==> src/hdl/prescaler_pkg.sv <==
// Constants for the dual-modulus prescaler.
// Assumes a single clock domain; control inputs arrive from outside it.
// How it works
// - Range select high picks the 64/65 pair, low or open picks the 128/129 pair.
// - Range select is fixed first; modulus select high divides by the lower ratio, low by the higher.
// - The positive-edge variant marks each count boundary with a rising output edge.
// - The negative-edge variant marks each count boundary with a falling output edge.
package prescaler_pkg;
  localparam int CNT_W = 8;
  localparam logic [CNT_W-1:0] RATIO_LOW_RANGE  = 8'h40;
  localparam logic [CNT_W-1:0] RATIO_HIGH_RANGE = 8'h80;
  localparam logic [CNT_W-1:0] RATIO_EXTRA      = 8'h01;
  localparam logic [CNT_W-1:0] CNT_RESET        = 8'h00;
  localparam logic             NEG_EDGE_VARIANT = 1'b0;
  // Bit positions of the control pins inside the synchroniser bank
  localparam int               PIN_RANGE        = 0;
  localparam int               PIN_MOD          = 1;
  localparam int               PIN_COUNT        = 2;
endpackage

==> src/hdl/dual_modulus_prescaler.sv <==
// Dual-modulus divider: divides clock by 64/65 or 128/129.
// Assumes control inputs are asynchronous pins; output feeds external counters.
`timescale 1ns/1ps
module dual_modulus_prescaler #(
  parameter logic NegEdgeVariant = prescaler_pkg::NEG_EDGE_VARIANT
) (
  // Clock and reset
  input  wire  logic clock,
  input  wire  logic reset_n,
  // Ratio control pins
  input  wire  logic ratio_range_select,
  input  wire  logic modulus_select,
  // Divided output
  output logic       dividedOut
);
  import prescaler_pkg::*;

  // Divider state: place in the period, the ratio it runs and its half mark.
  // The half mark is stored with the ratio so no shifter sits in the count path.
  typedef struct packed {
    logic [CNT_W-1:0] count;
    logic [CNT_W-1:0] ratio;
    logic [CNT_W-1:0] half;
    logic             outLevel;
  } div_t;

  div_t state_ff;
  div_t nxt_state;

  // Control pins before and after the synchronisers
  logic [PIN_COUNT-1:0] pinsAsync;
  logic [PIN_COUNT-1:0] pinsSync;
  logic                 rangeSync;
  logic                 modSync;

  // Ratio decode
  logic [CNT_W-1:0]     ratioBase;
  logic [CNT_W-1:0]     pickRatio;
  logic [CNT_W-1:0]     pickHalf;

  // Ratio legality of the running period
  logic                 ratioLegal;

  // Period bookkeeping
  logic [CNT_W-1:0]     lastCount;
  logic [CNT_W-1:0]     stepCount;
  logic                 wrapNow;
  logic                 halfNow;

  // Output levels of the chosen variant
  logic                 boundaryLevel;
  logic                 middleLevel;

  assign pinsAsync[PIN_RANGE] = ratio_range_select;
  assign pinsAsync[PIN_MOD]   = modulus_select;

  // One synchroniser per control pin.
  // Open range pin is expected to be pulled low by the pad.
  for (genvar pin = 0; pin < PIN_COUNT; pin++) begin : g_pinSync
    sync_two_ff uSync (
      .clock   (clock),
      .reset_n (reset_n),
      .asyncIn (pinsAsync[pin]),
      .syncOut (pinsSync[pin])
    );
  end

  assign rangeSync = pinsSync[PIN_RANGE];
  assign modSync   = pinsSync[PIN_MOD];

  // Range picks the ratio pair
  always_comb begin
    if (rangeSync) begin
      ratioBase = RATIO_LOW_RANGE;
    end else begin
      ratioBase = RATIO_HIGH_RANGE;
    end
  end

  // Modulus high keeps the lower ratio, low adds one
  always_comb begin
    if (modSync) begin
      pickRatio = ratioBase;
    end else begin
      pickRatio = CNT_W'(ratioBase + RATIO_EXTRA);
    end
  end

  // Half mark rounds down: odd ratios spend one more cycle at the middle level
  assign pickHalf = pickRatio >> 1;

  // Only the four pair members may ever run
  always_comb begin
    if (state_ff.ratio == RATIO_LOW_RANGE) begin
      ratioLegal = 1'b1;
    end else if (state_ff.ratio == CNT_W'(RATIO_LOW_RANGE + RATIO_EXTRA)) begin
      ratioLegal = 1'b1;
    end else if (state_ff.ratio == RATIO_HIGH_RANGE) begin
      ratioLegal = 1'b1;
    end else if (state_ff.ratio == CNT_W'(RATIO_HIGH_RANGE + RATIO_EXTRA)) begin
      ratioLegal = 1'b1;
    end else begin
      ratioLegal = 1'b0;
    end
  end

  // Count arithmetic kept at counter width on purpose
  assign lastCount = CNT_W'(state_ff.ratio - RATIO_EXTRA);
  assign stepCount = CNT_W'(state_ff.count + RATIO_EXTRA);

  // Wrap on the last count; an upset ratio wraps at once and reloads
  always_comb begin
    if (!ratioLegal) begin
      wrapNow = 1'b1;
    end else if (state_ff.count >= lastCount) begin
      wrapNow = 1'b1;
    end else begin
      wrapNow = 1'b0;
    end
  end

  // Middle of the period reached on the next count
  always_comb begin
    if (stepCount == state_ff.half) begin
      halfNow = 1'b1;
    end else begin
      halfNow = 1'b0;
    end
  end

  // Positive variant rises at the boundary, negative variant falls there
  always_comb begin
    if (NegEdgeVariant) begin
      boundaryLevel = 1'b0;
      middleLevel   = 1'b1;
    end else begin
      boundaryLevel = 1'b1;
      middleLevel   = 1'b0;
    end
  end

  // Next state of the divider
  always_comb begin
    nxt_state = state_ff;
    if (wrapNow) begin
      // Ratio latched once per period so a period never mixes moduli
      nxt_state.count    = CNT_RESET;
      nxt_state.ratio    = pickRatio;
      nxt_state.half     = pickHalf;
      nxt_state.outLevel = boundaryLevel;
    end else begin
      nxt_state.count = stepCount;
      if (halfNow) begin
        nxt_state.outLevel = middleLevel;
      end
    end
  end

  // State register; reset leaves the output at its middle level
  always_ff @(posedge clock or negedge reset_n) begin
    if (!reset_n) begin
      state_ff.count    <= CNT_RESET;
      state_ff.ratio    <= RATIO_HIGH_RANGE;
      state_ff.half     <= RATIO_HIGH_RANGE >> 1;
      state_ff.outLevel <= NegEdgeVariant;
    end else begin
      state_ff <= nxt_state;
    end
  end

  // Straight from the flop, so the counters see no decode glitches
  assign dividedOut = state_ff.outLevel;

  // Timing of one period, ratio N, half mark H = N >> 1:
  //   count 0      boundary level, edge just made
  //   count H      middle level
  //   count N - 1  last count, ratio reloaded from the pins
  //   count 0      boundary level again, next edge
  // A change of either pin needs two clocks through the flops,
  // then waits for the end of the running period.
  // The first period after reset always runs the reset ratio.
endmodule

==> src/hdl/sync_two_ff.sv <==
// Two-flop synchroniser for one level input.
// Assumes the input is quasi-static relative to clock.
`timescale 1ns/1ps
module sync_two_ff (
  // Clock and reset
  input  wire  logic clock,
  input  wire  logic reset_n,
  // Level in and out
  input  wire  logic asyncIn,
  output logic       syncOut
);
  typedef struct packed {
    logic stage1;
    logic stage2;
  } sync_t;
  sync_t state_ff;
  sync_t nxt_state;

  always_comb begin
    nxt_state.stage1 = asyncIn;
    nxt_state.stage2 = state_ff.stage1;
  end

  always_ff @(posedge clock or negedge reset_n) begin
    if (!reset_n) begin
      state_ff <= '0;
    end else begin
      state_ff <= nxt_state;
    end
  end

  assign syncOut = state_ff.stage2;
endmodule

==> config.mk <==
export PLATFORM = sky130hd
export DESIGN_NAME = dual_modulus_prescaler
export DESIGN_NICKNAME = d
export VERILOG_FILES = /design/src/hdl/prescaler_pkg.sv /design/src/hdl/dual_modulus_prescaler.sv /design/src/hdl/sync_two_ff.sv
export SDC_FILE = /design/constraint.sdc
export NUM_CORES = 1
export LEC_CHECK = 0
export BUFFER_PORTS_ARGS = -buffer_cell sky130_fd_sc_hd__buf_4
export CORE_MARGIN = 2
export CORE_UTILIZATION = 40
export DETAILED_ROUTE_END_ITERATION = 7
export PLACE_DENSITY_LB_ADDON = 0.12
export SYNTH_ARGS = -nofsm -noshare
export SYNTH_HDL_FRONTEND = slang
export SYNTH_SLANG_ARGS = --single-unit
==> constraint.sdc <==
create_clock -name clock -period 2.7 [get_ports clock]
set_input_delay 0.135 -clock clock [delete_from_list [all_inputs] [get_ports clock]]
set_output_delay 0.135 -clock clock [all_outputs]
set_load 0.005 [all_outputs]
* After elaboration in Yosys (flattened, before gate mapping) *
Cells that the tools add are included.
W data, S select, Z words.

storage, ports and cells
  bits in latches = 0
  register bits = 28
  memories = 0
  bits in writable memories = 0
  bits in read-only memories = 0
  bits of input ports = 4
  logic and storage cells = 30
  output and inout bits = 1

cells by class
  $add $sub $neg = 3
  order comparisons = 1
  shift operators = 0
  eq/ne operators = 5
  multiplexer cells = 12
  reductions and logical operators = 1
  multipliers = 0
  bitwise operators = 0
  div/mod/pow operators = 0

operators with widths
  cell                   count
  $mux W8                3
  $add A8 B1 Y8 const B  2
  $eq A8 B7 Y1 const B   2
  $eq A8 B8 Y1 const B   2
  $mux W1                9
  $eq A8 B7 Y1           1
  $ge A8 B8 Y1           1
  $sub A8 B1 Y8 const B  1
  $reduce_bool A2 Y1     1

* Depth between registers and ports, before layout *
  depth after elaboration = 7
  mapped depth = 9
  gate-level depth less buffers = 8

* Cells and area by module *
Synthesis repeated with hierarchy kept, for this count alone.

unflattened totals
  cell total of the unflattened synthesis = 90
  area total of the unflattened synthesis = 979.7 um^2

modules (own cells, without submodules)
  module                  seq. area each (um^2)  area an instance (um^2)  times used  cells an instance
  dual_modulus_prescaler  301.5                  879.6                    1           86
  sync_two_ff             50.0                   50.0                     2           2

* Worst setup path before layout *
Ideal clock, no wire load.

  path kind = register to register
  from = register state_ff[9] in the netlist's numbering
  to = register state_ff[15] in the netlist's numbering
  required time = 2.575 ns
  setup slack = 0.584 ns
  library setup time = 0.125 ns
  data arrival time = 1.991 ns
  path buffers = 0
  cell stages (with the launch flop) = 9
  clock period less this slack = 2.116 ns
  cells stage by stage = dfrtp_1 -> inv_1 -> ha_1 -> ha_1 -> a21o_1 -> a21oi_1 -> o311a_1 -> o31ai_2 -> mux2_4

on the way
  cells in the longest elaborated chain, start to end = 6
  elaborated cells between the ends (all ways) = 12
  those cells by class = 1 x add/sub; 1 x order compare; 4 x eq/ne; 6 x mux

RTL lines
  element                                                line                           source
  start, declared                                        dual_modulus_prescaler.sv:27   div_t state_ff;
  start signal, assigned                                 dual_modulus_prescaler.sv:167  state_ff <= nxt_state;
  branches (longest 5 deep; another with $sub A8 B1 Y8)  n/a
  $mux W1 *                                              dual_modulus_prescaler.sv:113  if (!ratioLegal) begin

Every way passes the cells marked *.
A chain may end at the register's enable or synchronous reset.

* Worst setup path after layout *
Same ends and word-level chain as after synthesis.

==> summary.txt <==
Status
  – Status: finished clean

STA
  – Skew final: 4.63 ps
  – Final critical-path required period: 2380 ps
  – Maximum clock rate: around 420 MHz
  – TNS Setup: 0 ps
  – RSZ-0062 raised after global routing: false
  – Crit path setup slack, layout: between 300 and 400 ps
  – Number of failing hold endpoints at the final stage: 0
  – Hold slack: 236 ps
  – Headroom to the max-slew limit: 38.1%
  – Final count of pins violating max slew: 0
  – Count of endpoints failing setup in the final report: 0
  – Period utilization: 88.0%
  – Tightest Pin Transition: between 900 and 1000 ps

Power
  – Static power due to leakage: 0.489 nW
  – Power per cell area: 369 mW/mm^2
  – Worst IR drop on VDD: 310 uV
  – Overall power: 0.410 mW

Clock tree
  – Count of clock tree sinks: 16
  – Clock tree root buffer cell: sky130_fd_sc_hd__clkbuf_4
  – H-tree depth: 1
  – Largest buffer count on any clock path: 2
  – Clock-pin slew reported for the worst setup and hold paths after clock tree synthesis: 90 ps
  – Hold buffer count at CTS: 3
  – Buffers inserted during post-CTS setup optimization: 0
  – Worst-skew pair later-pin latency: approximately 290 ps
  – TritonCTS clock tree: built
  – Count of cells resized by post-cts repair: 0
  – Inserted Clock Buffers: 3

Route
  – Routed wire length per instance: 12.8 um
  – Post-detailed-route via-to-cell ratio: roughly 5
  – Total iterations of the first detailed-routing run: 4
  – Residual DRC count: 0
  – DRT antenna net count: 0
  – Number of vias in the routed layout: around 660
  – Number of DRC markers after the initial detailed-route iteration: 11
  – Total routed wirelength: 1650 um

Yosys
  – Cell count after synthesis: 90
  – Number of flops mapped to enable cells by yosys: 0
  – Cell accounting for the most synthesized area: sky130_fd_sc_hd__dfrtp_1
  – FFs w/ async S/R, synth: 100%
  – Most frequent cell after synthesis: sky130_fd_sc_hd__dfrtp_1
  – Count of state elements after synthesis: 16
  – Net count after synthesis: about 110
  – Commonest register cell after synthesis: sky130_fd_sc_hd__dfrtp_1
  – Top-area cell type share of the netlist area: 38.3%
  – Average cell area after synthesis: 10.9 sq um
  – Most instantiated cells after synthesis: 15 x sky130_fd_sc_hd__dfrtp_1, 14 x sky130_fd_sc_hd__ha_1, 9 x sky130_fd_sc_hd__nor2_1, 5 x sky130_fd_sc_hd__inv_1
  – Synth unique cells: 32
  – Synth Area in XOR/XNOR: 8.56%
  – Post-synthesis instance area: 980 sq um
  – Combinational family with the most area after synthesis: adder cells
  – Post-synthesis sequential area ratio: 41.0%
  – Synth warn: 0
  – Adder-cell share of the synthesized area: 17.9%
  – Multiplexer share of the synthesized area: under 10%
  – Top post-synthesis cells by area: sky130_fd_sc_hd__dfrtp_1 38%, sky130_fd_sc_hd__ha_1 18%, sky130_fd_sc_hd__xor2_1 3.6%, sky130_fd_sc_hd__nor2_1 3.4%, sky130_fd_sc_hd__dfstp_2 2.7%
  – Compound-Gate Fraction of Synth Area: 10.7%
  – Area share of and/or/nand/nor cells after synthesis: 14.8%

Critical path
  – FF-to-FF path depth: 6
  – Highest fanout seen on the critical path: 12
  – R2r startpoint: state_ff[9]$_DFFE_PN0P_
  – Critical Path Sink Type: flop
  – Crit Reg-Reg Endpoint: state_ff[15]$_DFFE_PN0P_
  – Arrival time at the worst endpoint: 2560 ps
  – Critical Path Start Type: flop
  – Critical path class: flop to flop
  – Worst setup slack for register-to-register paths: 320 ps
  – Required time worst endpoint: approximately 2900 ps

Floorplan
  – Number of ports placed on the die boundary: 5
  – Area of the die: 0.00286 sq mm
  – Die boundary height: 53.5 um
  – Cell Rows: 17
  – Die boundary width: 53.5 um
  – Initial Utilization: 43.5%
  – Area inside the core boundary: 0.00225 sq mm

Global routing
  – Pin count of the biggest net entering global routing: 17
  – Antenna violations before repair: 0
  – Global-route congestion overflow total: 0
  – Number of global-route vias before repair: 637
  – Wire length of the first global-routing pass: 2840 um
  – Overall track demand over capacity in global routing: 14.3%

Cells and area
  – Layout fillers: 215
  – Diode insertion count for antenna repair: 0
  – Share of final-layout standard cells stronger than drive strength 1: between 10 and 15%
  – Net count, final: 120
  – Post-route cell area: 0.00111 sq mm
  – Final Core Density: 49.3%
  – P&R area growth vs syn: 13.4%
  – Non-filler cells, final: approximately 130

Place
  – Dpl hpwl: roughly 1200 um
  – Last weighted congestion value of the routability-driven placer: about 0.75
  – Worst setup slack before clock tree synthesis: 317 ps
  – Post-placement cell area: 0.00104 sq mm
  – Placed Cells incl. Taps: ~120
  – Number of port buffers: 4

Hold path
  – Hold Crit Class: input port to async pin

Run
  – Max Cap Viol: 0
## routing by layer
layer	GRT usage, %	up-vias	wire length, um	share of wire (%)
li1	-	337	-	-
met1	19.4	310	823	50
met2	21.4	10	721	44
met3	3.39	4	71	4.3
met4	6.41	0	30	1.8
met5	0	-	0	0
## cell usage in the layout, fill, tap and decap left out, types with 3 or more instances in the layout
cell type	count
sky130_fd_sc_hd__dlygate4sd3_1	3
sky130_fd_sc_hd__buf_4	6
sky130_fd_sc_hd__a21oi_1	3
sky130_fd_sc_hd__xor2_1	4
sky130_fd_sc_hd__ha_1	14
sky130_fd_sc_hd__dfrtp_1	15
sky130_fd_sc_hd__inv_1	5
sky130_fd_sc_hd__nand2_1	4
sky130_fd_sc_hd__nor2_1	9
sky130_fd_sc_hd__xnor2_1	3
sky130_fd_sc_hd__clkbuf_4	3
sky130_fd_sc_hd__nand3_1	3
sky130_fd_sc_hd__nand2b_1	4
## report_power, final
part           internal (mW)  switching (mW)  leakage (nW)  total, mW
logic                0.00569         0.00531         0.277     0.0110
clock network         0.0822          0.0737        0.0210      0.156
registers              0.242         0.00111         0.191      0.244
## cell families after synthesis
family                   after synthesis
AO/OA/AOI/OAI                         14
buffers and inverters                  7
AND/OR/NAND/NOR                       28
flip-flops                            16
adder cells (fa/ha/maj)               14
XOR/XNOR                               8
multiplexers                           3
## final cells by class
| class | instances | area [sq um] | share of cell area, % |
|---|---|---|---|
| flip-flops and latches | 16 | 402 | 36.1 |
| inverters | 5 | 18.8 | 1.69 |
| well taps | 28 | 35.0 | 3.15 |
| clock buffers | 4 | 36.3 | 3.27 |
| repair buffers | 9 | 75.1 | 6.76 |
| multi-input cells | 67 | 544 | 49.0 |
## worst max-delay path: stages (launching register included)
cell and delay [ps]:
sky130_fd_sc_hd__dfrtp_1 380, sky130_fd_sc_hd__inv_1 150, sky130_fd_sc_hd__ha_1 260, sky130_fd_sc_hd__ha_1 300, sky130_fd_sc_hd__nand3_1 90, sky130_fd_sc_hd__o31ai_2 750, sky130_fd_sc_hd__mux2_4 350
## flip-flops by register name (all words and copies together), names as in the netlist
register and cells:
dividedOut 1, state_ff 11, g_pinSync.uSync.syncOut 2, g_pinSync.uSync.nxt_state 2
## worst max-delay path by stage
stage	slack, ps	start	endpoint
floorplan	580	state_ff[9]$_DFFE_PN0P_	state_ff[15]$_DFFE_PN0P_
global placement	370	state_ff[9]$_DFFE_PN0P_	state_ff[15]$_DFFE_PN0P_
detailed placement	320	state_ff[9]$_DFFE_PN0P_	state_ff[15]$_DFFE_PN0P_
CTS	290	state_ff[9]$_DFFE_PN0P_	state_ff[15]$_DFFE_PN0P_
global route	190	state_ff[9]$_DFFE_PN0P_	state_ff[15]$_DFFE_PN0P_
finish	320	state_ff[9]$_DFFE_PN0P_	state_ff[15]$_DFFE_PN0P_
(Power assumes the default switching activity.)
